### src/sldfs_defs.vh
`ifndef SLDFS_DEFS_VH
`define SLDFS_DEFS_VH

// =====================================================================
// register offsets
`define SLDFS_ADDR_W            12
`define SLDFS_OFS_SERIAL_MODE   12'h110
`define SLDFS_OFS_UPSAMPLE      12'h111
`define SLDFS_OFS_LINK_CONTROL  12'h300
`define SLDFS_OFS_WHT_LANES     12'h453
`define SLDFS_OFS_SUB_WIDTH     12'h458
`define SLDFS_OFS_SOFT_RESET    12'h475

// =====================================================================
// link control fields
`define SLDFS_LC_TOPOLOGY_BIT   3
`define SLDFS_LC_PAGE_BIT       2
`define SLDFS_LC_EN_HI          1
`define SLDFS_LC_EN_LO          0
`define SLDFS_LC_W              4
`define SLDFS_LC_RESET          4'h0

// =====================================================================
// serial mode code and upsample ratio fields
`define SLDFS_MODE_TOPO_BIT     5
`define SLDFS_MODE_W            6
`define SLDFS_MODE_ERR_BIT      7
`define SLDFS_MODE_RESET        6'h00
`define SLDFS_UPS_W             4
`define SLDFS_UPS_RESET         4'h1
`define SLDFS_UPS_BYPASS        4'h1

// =====================================================================
// per-unpacker fields
`define SLDFS_WHT_BIT           7
`define SLDFS_LANES_HI          4
`define SLDFS_SUBCLASS_HI       7
`define SLDFS_SUBCLASS_LO       5
`define SLDFS_SBITS_HI          4
`define SLDFS_SRST_HOLD_BIT     3
`define SLDFS_SRST_ENTER        8'h09
`define SLDFS_SRST_LEAVE        8'h01
`define SLDFS_WHT_LANES_RESET   8'h00
`define SLDFS_SUB_WIDTH_RESET   8'h0F
`define SLDFS_SRST_RESET        8'h01

`endif

### src/sldfs_top.v
// Overview of operation
// - link control bit 3: 0 single, 1 dual
// - link control bit 2 pages unpacker zero/one
// - enable field 01 one link, 11 both
// - soft reset write 0x09 holds paged unpacker
// - soft reset write 0x01 releases paged unpacker
// - 0x453 bit 7 turns descrambling on
// - 0x453 bits 4:0 lanes minus one
// - 0x458 bits 7:5 timing subclass 0 or 1
// - 0x458 bits 4:0 sample bits minus one
// - serial mode bit 5 gives topology
//
// Chosen here: the address-and-strobe port.
`include "sldfs_defs.vh"

module sldfs_top #(
    parameter WORD_W = 32
) (
    input  wire                     clk,
    input  wire                     sys_rst,
    input  wire [`SLDFS_ADDR_W-1:0] reg_addr,
    input  wire [7:0]               reg_wdata,
    input  wire                     reg_wr,
    input  wire                     reg_rd,
    output reg  [7:0]               reg_rdata,
    input  wire                     lane0_valid,
    input  wire [WORD_W-1:0]        lane0_word,
    input  wire                     lane1_valid,
    input  wire [WORD_W-1:0]        lane1_word,
    output wire                     sample0_valid,
    output wire [WORD_W-1:0]        sample0_word,
    output wire                     sample1_valid,
    output wire [WORD_W-1:0]        sample1_word,
    output reg                      topology_dual,
    output reg                      mode_mismatch,
    output reg                      channel_bypass,
    output reg  [1:0]               timing_subclass_field
);

// =====================================================================
// address decode, shared by write and read paths
function hit;
    input [`SLDFS_ADDR_W-1:0] a;
    input [`SLDFS_ADDR_W-1:0] ofs;
    begin
        hit = (a == ofs);
    end
endfunction

// =====================================================================
// register storage
reg  [`SLDFS_LC_W-1:0]   link_control;
reg  [`SLDFS_MODE_W-1:0] serial_mode_code;
reg  [`SLDFS_UPS_W-1:0]  channel_upsample_ratio;
reg  [7:0]               wht_lanes0;
reg  [7:0]               wht_lanes1;
reg  [7:0]               sub_width0;
reg  [7:0]               sub_width1;
reg  [7:0]               srst0;
reg  [7:0]               srst1;
reg  [7:0]               next_rdata;

wire page;
wire wr_unp0;
wire wr_unp1;
wire err_now;

assign page    = link_control[`SLDFS_LC_PAGE_BIT];
assign wr_unp0 = reg_wr & ~page;
assign wr_unp1 = reg_wr &  page;
// topology bit must agree with the mode code; software sees a flag
assign err_now = link_control[`SLDFS_LC_TOPOLOGY_BIT]
               ^ serial_mode_code[`SLDFS_MODE_TOPO_BIT];

// =====================================================================
// write path
always @(posedge clk or posedge sys_rst) begin
    if (sys_rst) begin
        link_control           <= `SLDFS_LC_RESET;
        serial_mode_code       <= `SLDFS_MODE_RESET;
        channel_upsample_ratio <= `SLDFS_UPS_RESET;
        wht_lanes0             <= `SLDFS_WHT_LANES_RESET;
        wht_lanes1             <= `SLDFS_WHT_LANES_RESET;
        sub_width0             <= `SLDFS_SUB_WIDTH_RESET;
        sub_width1             <= `SLDFS_SUB_WIDTH_RESET;
        srst0                  <= `SLDFS_SRST_RESET;
        srst1                  <= `SLDFS_SRST_RESET;
    end else begin
        if (reg_wr && hit(reg_addr, `SLDFS_OFS_LINK_CONTROL)) begin
            link_control <= reg_wdata[`SLDFS_LC_W-1:0];
        end
        if (reg_wr && hit(reg_addr, `SLDFS_OFS_SERIAL_MODE)) begin
            serial_mode_code <= reg_wdata[`SLDFS_MODE_W-1:0];
        end
        if (reg_wr && hit(reg_addr, `SLDFS_OFS_UPSAMPLE)) begin
            channel_upsample_ratio <= reg_wdata[`SLDFS_UPS_W-1:0];
        end
        if (wr_unp0 && hit(reg_addr, `SLDFS_OFS_WHT_LANES)) begin
            wht_lanes0 <= reg_wdata;
        end
        if (wr_unp1 && hit(reg_addr, `SLDFS_OFS_WHT_LANES)) begin
            wht_lanes1 <= reg_wdata;
        end
        if (wr_unp0 && hit(reg_addr, `SLDFS_OFS_SUB_WIDTH)) begin
            sub_width0 <= reg_wdata;
        end
        if (wr_unp1 && hit(reg_addr, `SLDFS_OFS_SUB_WIDTH)) begin
            sub_width1 <= reg_wdata;
        end
        if (wr_unp0 && hit(reg_addr, `SLDFS_OFS_SOFT_RESET)) begin
            srst0 <= reg_wdata;
        end
        if (wr_unp1 && hit(reg_addr, `SLDFS_OFS_SOFT_RESET)) begin
            srst1 <= reg_wdata;
        end
    end
end

// =====================================================================
// read path: data stand in the cycle after the strobe only
always @* begin
    next_rdata = 8'h00;
    if (hit(reg_addr, `SLDFS_OFS_LINK_CONTROL)) begin
        next_rdata = {4'h0, link_control};
    end else if (hit(reg_addr, `SLDFS_OFS_SERIAL_MODE)) begin
        next_rdata = {err_now, 1'b0, serial_mode_code};
    end else if (hit(reg_addr, `SLDFS_OFS_UPSAMPLE)) begin
        next_rdata = {4'h0, channel_upsample_ratio};
    end else if (hit(reg_addr, `SLDFS_OFS_WHT_LANES)) begin
        next_rdata = page ? wht_lanes1 : wht_lanes0;
    end else if (hit(reg_addr, `SLDFS_OFS_SUB_WIDTH)) begin
        next_rdata = page ? sub_width1 : sub_width0;
    end else if (hit(reg_addr, `SLDFS_OFS_SOFT_RESET)) begin
        next_rdata = page ? srst1 : srst0;
    end
end

always @(posedge clk or posedge sys_rst) begin
    if (sys_rst) begin
        reg_rdata <= 8'h00;
    end else if (reg_rd) begin
        reg_rdata <= next_rdata;
    end else begin
        reg_rdata <= 8'h00;
    end
end

// =====================================================================
// status outputs, registered
always @(posedge clk or posedge sys_rst) begin
    if (sys_rst) begin
        topology_dual         <= 1'b0;
        mode_mismatch         <= 1'b0;
        channel_bypass        <= 1'b1;
        timing_subclass_field <= 2'b00;
    end else begin
        topology_dual  <= link_control[`SLDFS_LC_TOPOLOGY_BIT];
        mode_mismatch  <= err_now;
        // 1x upsampling means the channel stage is bypassed
        channel_bypass <= (channel_upsample_ratio == `SLDFS_UPS_BYPASS);
        timing_subclass_field <= {
            sub_width1[`SLDFS_SUBCLASS_LO],
            sub_width0[`SLDFS_SUBCLASS_LO]};
    end
end

// =====================================================================
// the two quad-byte unpackers
sldfs_unpacker #(
    .WORD_W (WORD_W)
) u_first_unpacker (
    .clk                   (clk),
    .sys_rst               (sys_rst),
    .enable                (link_control[`SLDFS_LC_EN_LO]),
    .soft_rst              (srst0[`SLDFS_SRST_HOLD_BIT]),
    .payload_whitening_on  (wht_lanes0[`SLDFS_WHT_BIT]),
    .lanes_minus_one       (wht_lanes0[`SLDFS_LANES_HI:0]),
    .sample_bits_minus_one (sub_width0[`SLDFS_SBITS_HI:0]),
    .lane_valid            (lane0_valid),
    .lane_word             (lane0_word),
    .sample_valid          (sample0_valid),
    .sample_word           (sample0_word)
);

// the second unpacker only runs once both enable bits are set
sldfs_unpacker #(
    .WORD_W (WORD_W)
) u_second_unpacker (
    .clk                   (clk),
    .sys_rst               (sys_rst),
    .enable                (link_control[`SLDFS_LC_EN_HI]
                            & link_control[`SLDFS_LC_EN_LO]),
    .soft_rst              (srst1[`SLDFS_SRST_HOLD_BIT]),
    .payload_whitening_on  (wht_lanes1[`SLDFS_WHT_BIT]),
    .lanes_minus_one       (wht_lanes1[`SLDFS_LANES_HI:0]),
    .sample_bits_minus_one (sub_width1[`SLDFS_SBITS_HI:0]),
    .lane_valid            (lane1_valid),
    .lane_word             (lane1_word),
    .sample_valid          (sample1_valid),
    .sample_word           (sample1_word)
);

endmodule

### src/sldfs_unpacker.v
`include "sldfs_defs.vh"

module sldfs_unpacker #(
    parameter WORD_W  = 32,
    parameter WHT_W   = 15
) (
    input  wire              clk,
    input  wire              sys_rst,
    input  wire              enable,
    input  wire              soft_rst,
    input  wire              payload_whitening_on,
    input  wire [4:0]        lanes_minus_one,
    input  wire [4:0]        sample_bits_minus_one,
    input  wire              lane_valid,
    input  wire [WORD_W-1:0] lane_word,
    output reg               sample_valid,
    output reg  [WORD_W-1:0] sample_word
);

// =====================================================================
// self-synchronous descrambler, 1 + x^14 + x^15, msb first
function [WHT_W+WORD_W-1:0] descramble;
    input [WORD_W-1:0] w;
    input [WHT_W-1:0]  s;
    integer            i;
    reg   [WHT_W-1:0]  st;
    reg   [WORD_W-1:0] o;
    begin
        st = s;
        o  = {WORD_W{1'b0}};
        for (i = WORD_W-1; i >= 0; i = i - 1) begin
            o[i] = w[i] ^ st[WHT_W-2] ^ st[WHT_W-1];
            st   = {st[WHT_W-2:0], w[i]};
        end
        descramble = {st, o};
    end
endfunction

reg  [WHT_W-1:0]        wht_state;
reg  [WHT_W+WORD_W-1:0] dres;
reg  [WORD_W-1:0]       payload;
reg  [WORD_W-1:0]       next_word;
wire [WORD_W-1:0]       width_mask;
wire                    run;
integer                 k;

// =====================================================================
// gating and shaping
assign run = enable & ~soft_rst;
assign width_mask = {WORD_W{1'b1}} >> (5'd31 - sample_bits_minus_one);

always @* begin
    dres    = descramble(lane_word, wht_state);
    payload = payload_whitening_on ? dres[WORD_W-1:0] : lane_word;
    // lanes beyond the programmed count carry no payload
    for (k = 0; k < WORD_W/8; k = k + 1) begin
        if (k > lanes_minus_one) begin
            payload[k*8 +: 8] = 8'h00;
        end
    end
    next_word = payload & width_mask;
end

always @(posedge clk or posedge sys_rst) begin
    if (sys_rst) begin
        wht_state    <= {WHT_W{1'b0}};
        sample_valid <= 1'b0;
        sample_word  <= {WORD_W{1'b0}};
    end else if (!run) begin
        // a held unpacker forgets its descrambler history
        wht_state    <= {WHT_W{1'b0}};
        sample_valid <= 1'b0;
    end else begin
        sample_valid <= lane_valid;
        if (lane_valid) begin
            wht_state   <= dres[WHT_W+WORD_W-1:WORD_W];
            sample_word <= next_word;
        end
    end
end

endmodule

### config.mk
export PLATFORM = sky130hd
export DESIGN_NAME = sldfs_top
export DESIGN_NICKNAME = d
export VERILOG_FILES = /design/src/sldfs_top.v /design/src/sldfs_unpacker.v
export VERILOG_INCLUDE_DIRS = /design/src
export SDC_FILE = /design/constraint.sdc
export NUM_CORES = 1
export LEC_CHECK = 0
export ABC_AREA = 1
export BUFFER_PORTS_ARGS = -buffer_cell sky130_fd_sc_hd__buf_2
export CAP_MARGIN = 20
export CORE_MARGIN = 2
export CORE_UTILIZATION = 55
export CTS_CLUSTER_DIAMETER = 150
export DETAILED_ROUTE_END_ITERATION = 8
export PLACE_DENSITY = 0.87
export RECOVER_POWER = 25
export SLEW_MARGIN = 0
export SYNTH_ARGS = -nofsm -noshare
export SYNTH_HDL_FRONTEND = slang
export SYNTH_SLANG_ARGS = --single-unit
### constraint.sdc
create_clock -name clk -period 8.3 [get_ports clk]
set_input_delay 1.66 -clock clk [delete_from_list [all_inputs] [get_ports clk]]
set_output_delay 1.66 -clock clk [all_outputs]
set_load 0.05 [all_outputs]
Yosys cells after proc, flatten, opt, wreduce, memory -nomap -nowiden. Cells that the tools add are included.

Reduce and logical (&&, ||, !) cells: 11. Add/sub/neg operators: 2. Bitwise gates (word level): 139. Magnitude comparators: 6. Shift-type cells: 2. Eq/ne operators: 9. Multiplexer cells: 24.

Operator list (count): $xor 1x1->1 (129); $mux 8 (16); $and 32x32->32 (2); $mux 32 (2); $shr 32x5->32 const A (2); $mux 15 (4); $eq 12x11->1 const B (3); $eq 12x9->1 const B (2); $gt 2x5->1 const A (4); $eq 12x10->1 const B (1); $gt 1x5->1 const A (2); $sub 5x5->5 const A (2); $logic_and 1x1->1 (9); $and 1x1->1 (5); $eq 4x1->1 const B (1); $ne 2x2->1 const B (2); $reduce_and 2->1 (2); $not 1->1 (3); $mux 1 (2).

Flip-flop bits (word level): 171. Input bits: 90. Logic and storage cells: 213.

Depth between registers and ports, before layout.
Depth in word-level cells: 8. Mapped depth: 11. Depth with buffers taken out: 11.

By module. From an unflattened synthesis, not the netlist that was laid out.

Cell total of the unflattened synthesis: 1366. Area, all modules: 9859.5 sq um.

By module, submodules not included: sldfs_unpacker (area each 3067.9 sq um, cells each 469, instances 2); sldfs_top (area each 3723.6 sq um, cells each 428, instances 1).

Worst setup path before layout. OpenSTA, ideal clock, no wires.

Path kind: input-to-reg. From: in reg_addr[10]. To: reg sub_width1[7]. Library setup time: 0.126 ns. Arrival time: 2.688 ns. Slack: 5.486 ns. Stages on the path: 10. Data required time: 8.174 ns. Buffers on the path: 2. Path through: inv_1 -> nor2_2 -> nand2_4 -> nor2_8 -> and2_4 -> buf_12 -> nand2_8 -> buf_12 -> nand2_2 -> o21ai_2.

Cells in the longest elaborated chain, start to end: 2.

Ends and longest elaborated chain: from (decl) (RTL line sldfs_top.v:21) `` input wire [`SLDFS_ADDR_W-1:0] reg_addr, ``; $eq 12x11->1 (RTL line sldfs_top.v:46) `hit = (a == ofs);`; $logic_and 1x1->1 (RTL line sldfs_top.v:107) `` if (wr_unp1 && hit(reg_addr, `SLDFS_OFS_SUB_WIDTH)) begin ``; to (signal assigned) (RTL line sldfs_top.v:85) `` sub_width1 <= `SLDFS_SUB_WIDTH_RESET; ``; to (signal assigned) (RTL line sldfs_top.v:108) `sub_width1 <= reg_wdata;`; to (decl) (RTL line sldfs_top.v:58) `reg [7:0] sub_width1;`.

Every way passes these cells. A chain may end at the register's enable or synchronous reset.

==> metrics.txt <==
# TYPE chip_impl_metric gauge
chip_impl_info{name="outcome",value="complete, but fails checks"} 1
chip_impl_info{name="failing_checks",value="capacitance limit, slew limit"} 1
chip_impl_metric{name="cp_data_arrival_time",unit="ns"} 5.22
chip_impl_metric{name="synth_sequential_area_ratio",unit=""} 0.462
chip_impl_metric{name="synthesized_area_fraction_occupied_by_adder_cells",unit=""} 0
chip_impl_metric{name="initial_standard_cell_utilization_of_the_core",unit=""} 0.562
chip_impl_metric{name="totalPowerFinal",unit="mW"} 1.77
chip_impl_metric{name="fin_ws",unit="ns"} 3.50
chip_impl_info{name="most_common_cell_after_layout_fill_and_taps_aside",value="sky130_fd_sc_hd__nand2_1"} 1
chip_impl_metric{name="grt_overflow_total",unit=""} 0
chip_impl_metric{name="detailedPlace.worstSlack",unit="ns"} 4.82
chip_impl_metric{name="floorplan.die.height",unit="um"} 134
chip_impl_metric{name="core_area",unit="um2"} 16500
chip_impl_metric{name="wire_per_inst",unit="um"} 16.9
chip_impl_metric{name="detailedRoute.firstIterationViolations",unit=""} 1116
chip_impl_metric{name="number_of_global_route_vias_before_repair",unit=""} 8347
chip_impl_metric{name="worst_clock_skew",unit="ns"} 0.0123
chip_impl_metric{name="post-route-period-util",unit=""} 0.578
chip_impl_info{name="crit_path_top_delay_cell",value="sky130_fd_sc_hd__clkinvlp_2"} 1
chip_impl_metric{name="synth_area",unit="um2"} 9290
chip_impl_metric{name="critical_path_required",unit="ns"} 8.72
chip_impl_metric{name="power.density_cell_area",unit="nW/um2"} 164
chip_impl_info{name="synth_ff_type",value="sky130_fd_sc_hd__dfrtp_1"} 1
chip_impl_info{name="min_path_type",value="reg2reg"} 1
chip_impl_info{name="path_delay_family",value="buffers and inverters"} 1
chip_impl_metric{name="post-synth-top-area-fraction",unit=""} 0.428
chip_impl_metric{name="numCtsBuffers",unit=""} 17
chip_impl_info{name="layout_common_cells",value="277 x sky130_fd_sc_hd__nand2_1, 167 x sky130_fd_sc_hd__buf_2, 159 x sky130_fd_sc_hd__dfrtp_1"} 1
chip_impl_info{name="critical_path.endpoint_type",value="asynchronous set/reset pin"} 1
chip_impl_metric{name="via_per_inst",unit=""} 5.79
chip_impl_metric{name="synthArstFlopShare",unit=""} 1.00
chip_impl_metric{name="synth_simple_gate_area_frac",unit=""} 0.213
chip_impl_metric{name="critical_path_buf_inv_count",unit=""} 3
chip_impl_metric{name="max_stage_delay",unit="ns"} 2.28
chip_impl_metric{name="areaGrowthSynthToFinish",unit="%"} 16.1
chip_impl_info{name="post-synth-top-area-cell",value="sky130_fd_sc_hd__dfrtp_1"} 1
chip_impl_metric{name="fin_tns_setup",unit="ns"} 0
chip_impl_metric{name="final.hold.worst_slack",unit="ns"} 0.404
chip_impl_info{name="cts_root_buffer",value="sky130_fd_sc_hd__clkbuf_16"} 1
chip_impl_metric{name="yosysUniqueCellTypes",unit=""} 42
chip_impl_metric{name="hold-path-cell-count",unit=""} 0
chip_impl_metric{name="timing_worst_slew_pin_value",unit="ns"} 4.10
chip_impl_metric{name="place.detailed.hpwl",unit="um"} 17800
chip_impl_metric{name="clk_sinks",unit=""} 171
chip_impl_metric{name="max_cap_violations",unit=""} 2
chip_impl_info{name="largest_family_of_logic_cells_by_synthesized_area",value="simple AND/OR/NAND/NOR gates"} 1
chip_impl_metric{name="finalMaxSlewViolations",unit=""} 151
chip_impl_metric{name="antenna-diode-count",unit=""} 0
chip_impl_metric{name="post_cts_clock_slew_at_the_launch_and_capture_registers_of_the_worst_setup_and_hold_paths",unit="ns"} 0.07
chip_impl_metric{name="number_of_vias_after_detailed_routing",unit=""} 8700
chip_impl_metric{name="complex_gate_fraction_of_the_synthesized_area",unit=""} 0.203
chip_impl_metric{name="synth_xor_xnor_area_share",unit=""} 0.0528
chip_impl_info{name="worstPathCellList",value="buf_2 > clkinvlp_2 > buf_4"} 1
chip_impl_metric{name="worst-r2r-setup-slack",unit="ns"} 5.38
chip_impl_metric{name="grt_antenna_before_repair",unit=""} 0
chip_impl_metric{name="maximum_number_of_pins_on_one_net_before_global_route_repair",unit=""} 96
chip_impl_metric{name="final_net_count",unit=""} 1360
chip_impl_metric{name="port_buffers",unit=""} 168
chip_impl_metric{name="synthesis.area_per_instance",unit="um2"} 8.32
chip_impl_metric{name="post_synth_mux_area_share",unit=""} 0.00108
chip_impl_metric{name="layout-drive-gt1-share",unit=""} 0.242
chip_impl_info{name="timing_worst_setup_path_type",value="in2async"} 1
chip_impl_metric{name="maxClockFrequency",unit="MHz"} 208
chip_impl_metric{name="ir_worst_vdd",unit="uV"} 150
chip_impl_metric{name="synthesis.yosys.warnings",unit=""} 0
chip_impl_metric{name="cts-resized-gates",unit=""} 0
chip_impl_metric{name="timing.final.hold_violations",unit=""} 0
chip_impl_metric{name="yosys_register_bits",unit=""} 171
chip_impl_info{name="tritoncts",value="yes"} 1
chip_impl_metric{name="ctsLongestPathBuffers",unit=""} 2
chip_impl_metric{name="slew-limit-headroom",unit=""} -1.75
chip_impl_metric{name="cts-hold-fix-buffers",unit=""} 0
chip_impl_metric{name="fp.dieW",unit="um"} 134
chip_impl_metric{name="track_usage",unit=""} 0.289
chip_impl_metric{name="number_of_i_o_pins",unit=""} 169
chip_impl_metric{name="setup_viol_count_final",unit=""} 0
chip_impl_metric{name="htree_levels",unit=""} 4
chip_impl_metric{name="route.detailed.drc",unit=""} 0
chip_impl_info{name="crit_path_start_kind",value="input port"} 1
chip_impl_metric{name="detail-route-antenna-nets",unit=""} 0
chip_impl_metric{name="cp.depth",unit=""} 3
chip_impl_metric{name="period_needed",unit="ns"} 4.80
chip_impl_metric{name="clk_latency",unit="ns"} 0.44
chip_impl_metric{name="drt_pass1_iterations",unit=""} 6
chip_impl_metric{name="mapped_nets",unit=""} 1207
chip_impl_metric{name="area_of_the_die",unit="um2"} 18000
chip_impl_metric{name="synth_edf_count",unit=""} 0
chip_impl_metric{name="worst-r2r-cell-count",unit=""} 8
chip_impl_info{name="rsz0062_at_grt",value="no"} 1
chip_impl_metric{name="gp_congestion",unit=""} 0.908
chip_impl_metric{name="synthesis.instances",unit=""} 1117
chip_impl_metric{name="postCtsSetupRepairBufs",unit=""} 0
chip_impl_metric{name="static-leakage-power",unit="nW"} 5.51
chip_impl_metric{name="std_cell_rows",unit=""} 47
chip_impl_metric{name="crit_path_max_fanout",unit=""} 95
chip_impl_metric{name="grt_first_pass_wirelength",unit="um"} 41200
chip_impl_info{name="post_synth_main_area_contributors",value="sky130_fd_sc_hd__dfrtp_1 43%, sky130_fd_sc_hd__nand2_1 11%, sky130_fd_sc_hd__o21ai_0 7.4%, sky130_fd_sc_hd__o21ai_2 4.5%, sky130_fd_sc_hd__inv_1 4.0%"} 1
chip_impl_metric{name="routed_wirelength",unit="um"} 25500
where the power goes:
| group | switching [mW] | total, mW | internal, mW |
|---|---|---|---|
| combinational | 0.0714 | 0.101 | 0.0293 |
| clock | 0.347 | 0.830 | 0.483 |
| sequential | 0.00112 | 0.836 | 0.835 |
final timing paths:
check / start / endpoint
setup / recovery: sys_rst / u_first_unpacker.sample_word[28]
hold / removal: sub_width1[5] / timing_subclass_field[1]
setup reg to reg: link_control[0] / u_first_unpacker.sample_word[12]
hold reg to reg: sub_width1[5] / timing_subclass_field[1]
max in group clk: lane0_valid / u_first_unpacker.sample_word[6]
min in group asynchronous: sys_rst / u_second_unpacker.sample_word[19]
kinds of logic after synthesis:
kind of cell | count (synthesis)
AO/OA/AOI/OAI | 314
XOR/XNOR | 56
buffers and inverters | 143
flip-flops | 171
multiplexers | 1
AND/OR/NAND/NOR | 432
final cells by class:
| class | count | area, um2 |
|---|---|---|
| fillers | 1354 | 5730 |
| multi-input cells | 803 | 4350 |
| flip-flops and latches | 171 | 4290 |
| repair buffers | 170 | 855 |
| clock buffers | 19 | 443 |
| inverters | 107 | 405 |
| well taps | 220 | 275 |
| clock inverters | 13 | 168 |
sequential cells by signal, summed over array words and instances, names as in the netlist, 8 cells and up:
register,count
u_second_unpacker.descramble.s,15
wht_lanes0,8
srst0,8
srst1,8
u_first_unpacker.sample_word,32
u_first_unpacker.descramble.s,15
sub_width0,8
reg_rdata,8
u_second_unpacker.sample_word,32
wht_lanes1,8
sub_width1,8
worst register-to-register path, cell delays in order (launching register included):
cell                      delay [ns]
sky130_fd_sc_hd__dfrtp_1        0.42
sky130_fd_sc_hd__inv_2          0.07
sky130_fd_sc_hd__nor2_4         0.24
sky130_fd_sc_hd__nand2_1        1.03
sky130_fd_sc_hd__inv_2          0.56
sky130_fd_sc_hd__nand2_1        0.17
sky130_fd_sc_hd__inv_2          0.15
sky130_fd_sc_hd__nand3_1        0.14
sky130_fd_sc_hd__nand2_1        0.08
cell usage after synthesis (6+ instances only):
library cell / n
sky130_fd_sc_hd__a21oi_1: 72
sky130_fd_sc_hd__a22o_1: 7
sky130_fd_sc_hd__a32o_1: 7
sky130_fd_sc_hd__buf_2: 11
sky130_fd_sc_hd__buf_6: 7
sky130_fd_sc_hd__clkbuf_1: 16
sky130_fd_sc_hd__dfrtp_1: 159
sky130_fd_sc_hd__dfstp_2: 12
sky130_fd_sc_hd__inv_1: 98
sky130_fd_sc_hd__inv_2: 8
sky130_fd_sc_hd__nand2_1: 276
sky130_fd_sc_hd__nand2_2: 15
sky130_fd_sc_hd__nand2_4: 8
sky130_fd_sc_hd__nand3_1: 61
sky130_fd_sc_hd__nor2_1: 39
sky130_fd_sc_hd__nor2_2: 6
sky130_fd_sc_hd__o211ai_1: 7
sky130_fd_sc_hd__o21ai_0: 138
sky130_fd_sc_hd__o21ai_1: 10
sky130_fd_sc_hd__o21ai_2: 48
sky130_fd_sc_hd__o22ai_1: 9
sky130_fd_sc_hd__o31ai_1: 11
sky130_fd_sc_hd__xnor2_1: 15
sky130_fd_sc_hd__xor2_1: 41
metrics by stage:
| step | util | area, um2 | std cells |
|---|---|---|---|
| floorplan | - | 9290 | 1117 |
| global placement | 0.617 | 10200 | 1471 |
| detailed placement | 0.617 | 10200 | 1471 |
| CTS | 0.654 | 10800 | 1503 |
| global route | 0.653 | 10800 | 1503 |
| finish | 0.653 | 10800 | 1503 |
layer usage:
layer,routed length [um],track usage,share of wire
met5,0,0,0
met4,932,0.138,0.037
met3,2090,0.0563,0.082
met2,12200,0.461,0.48
met1,10300,0.381,0.40
No activity file was read; power rests on OpenSTA's default activity.
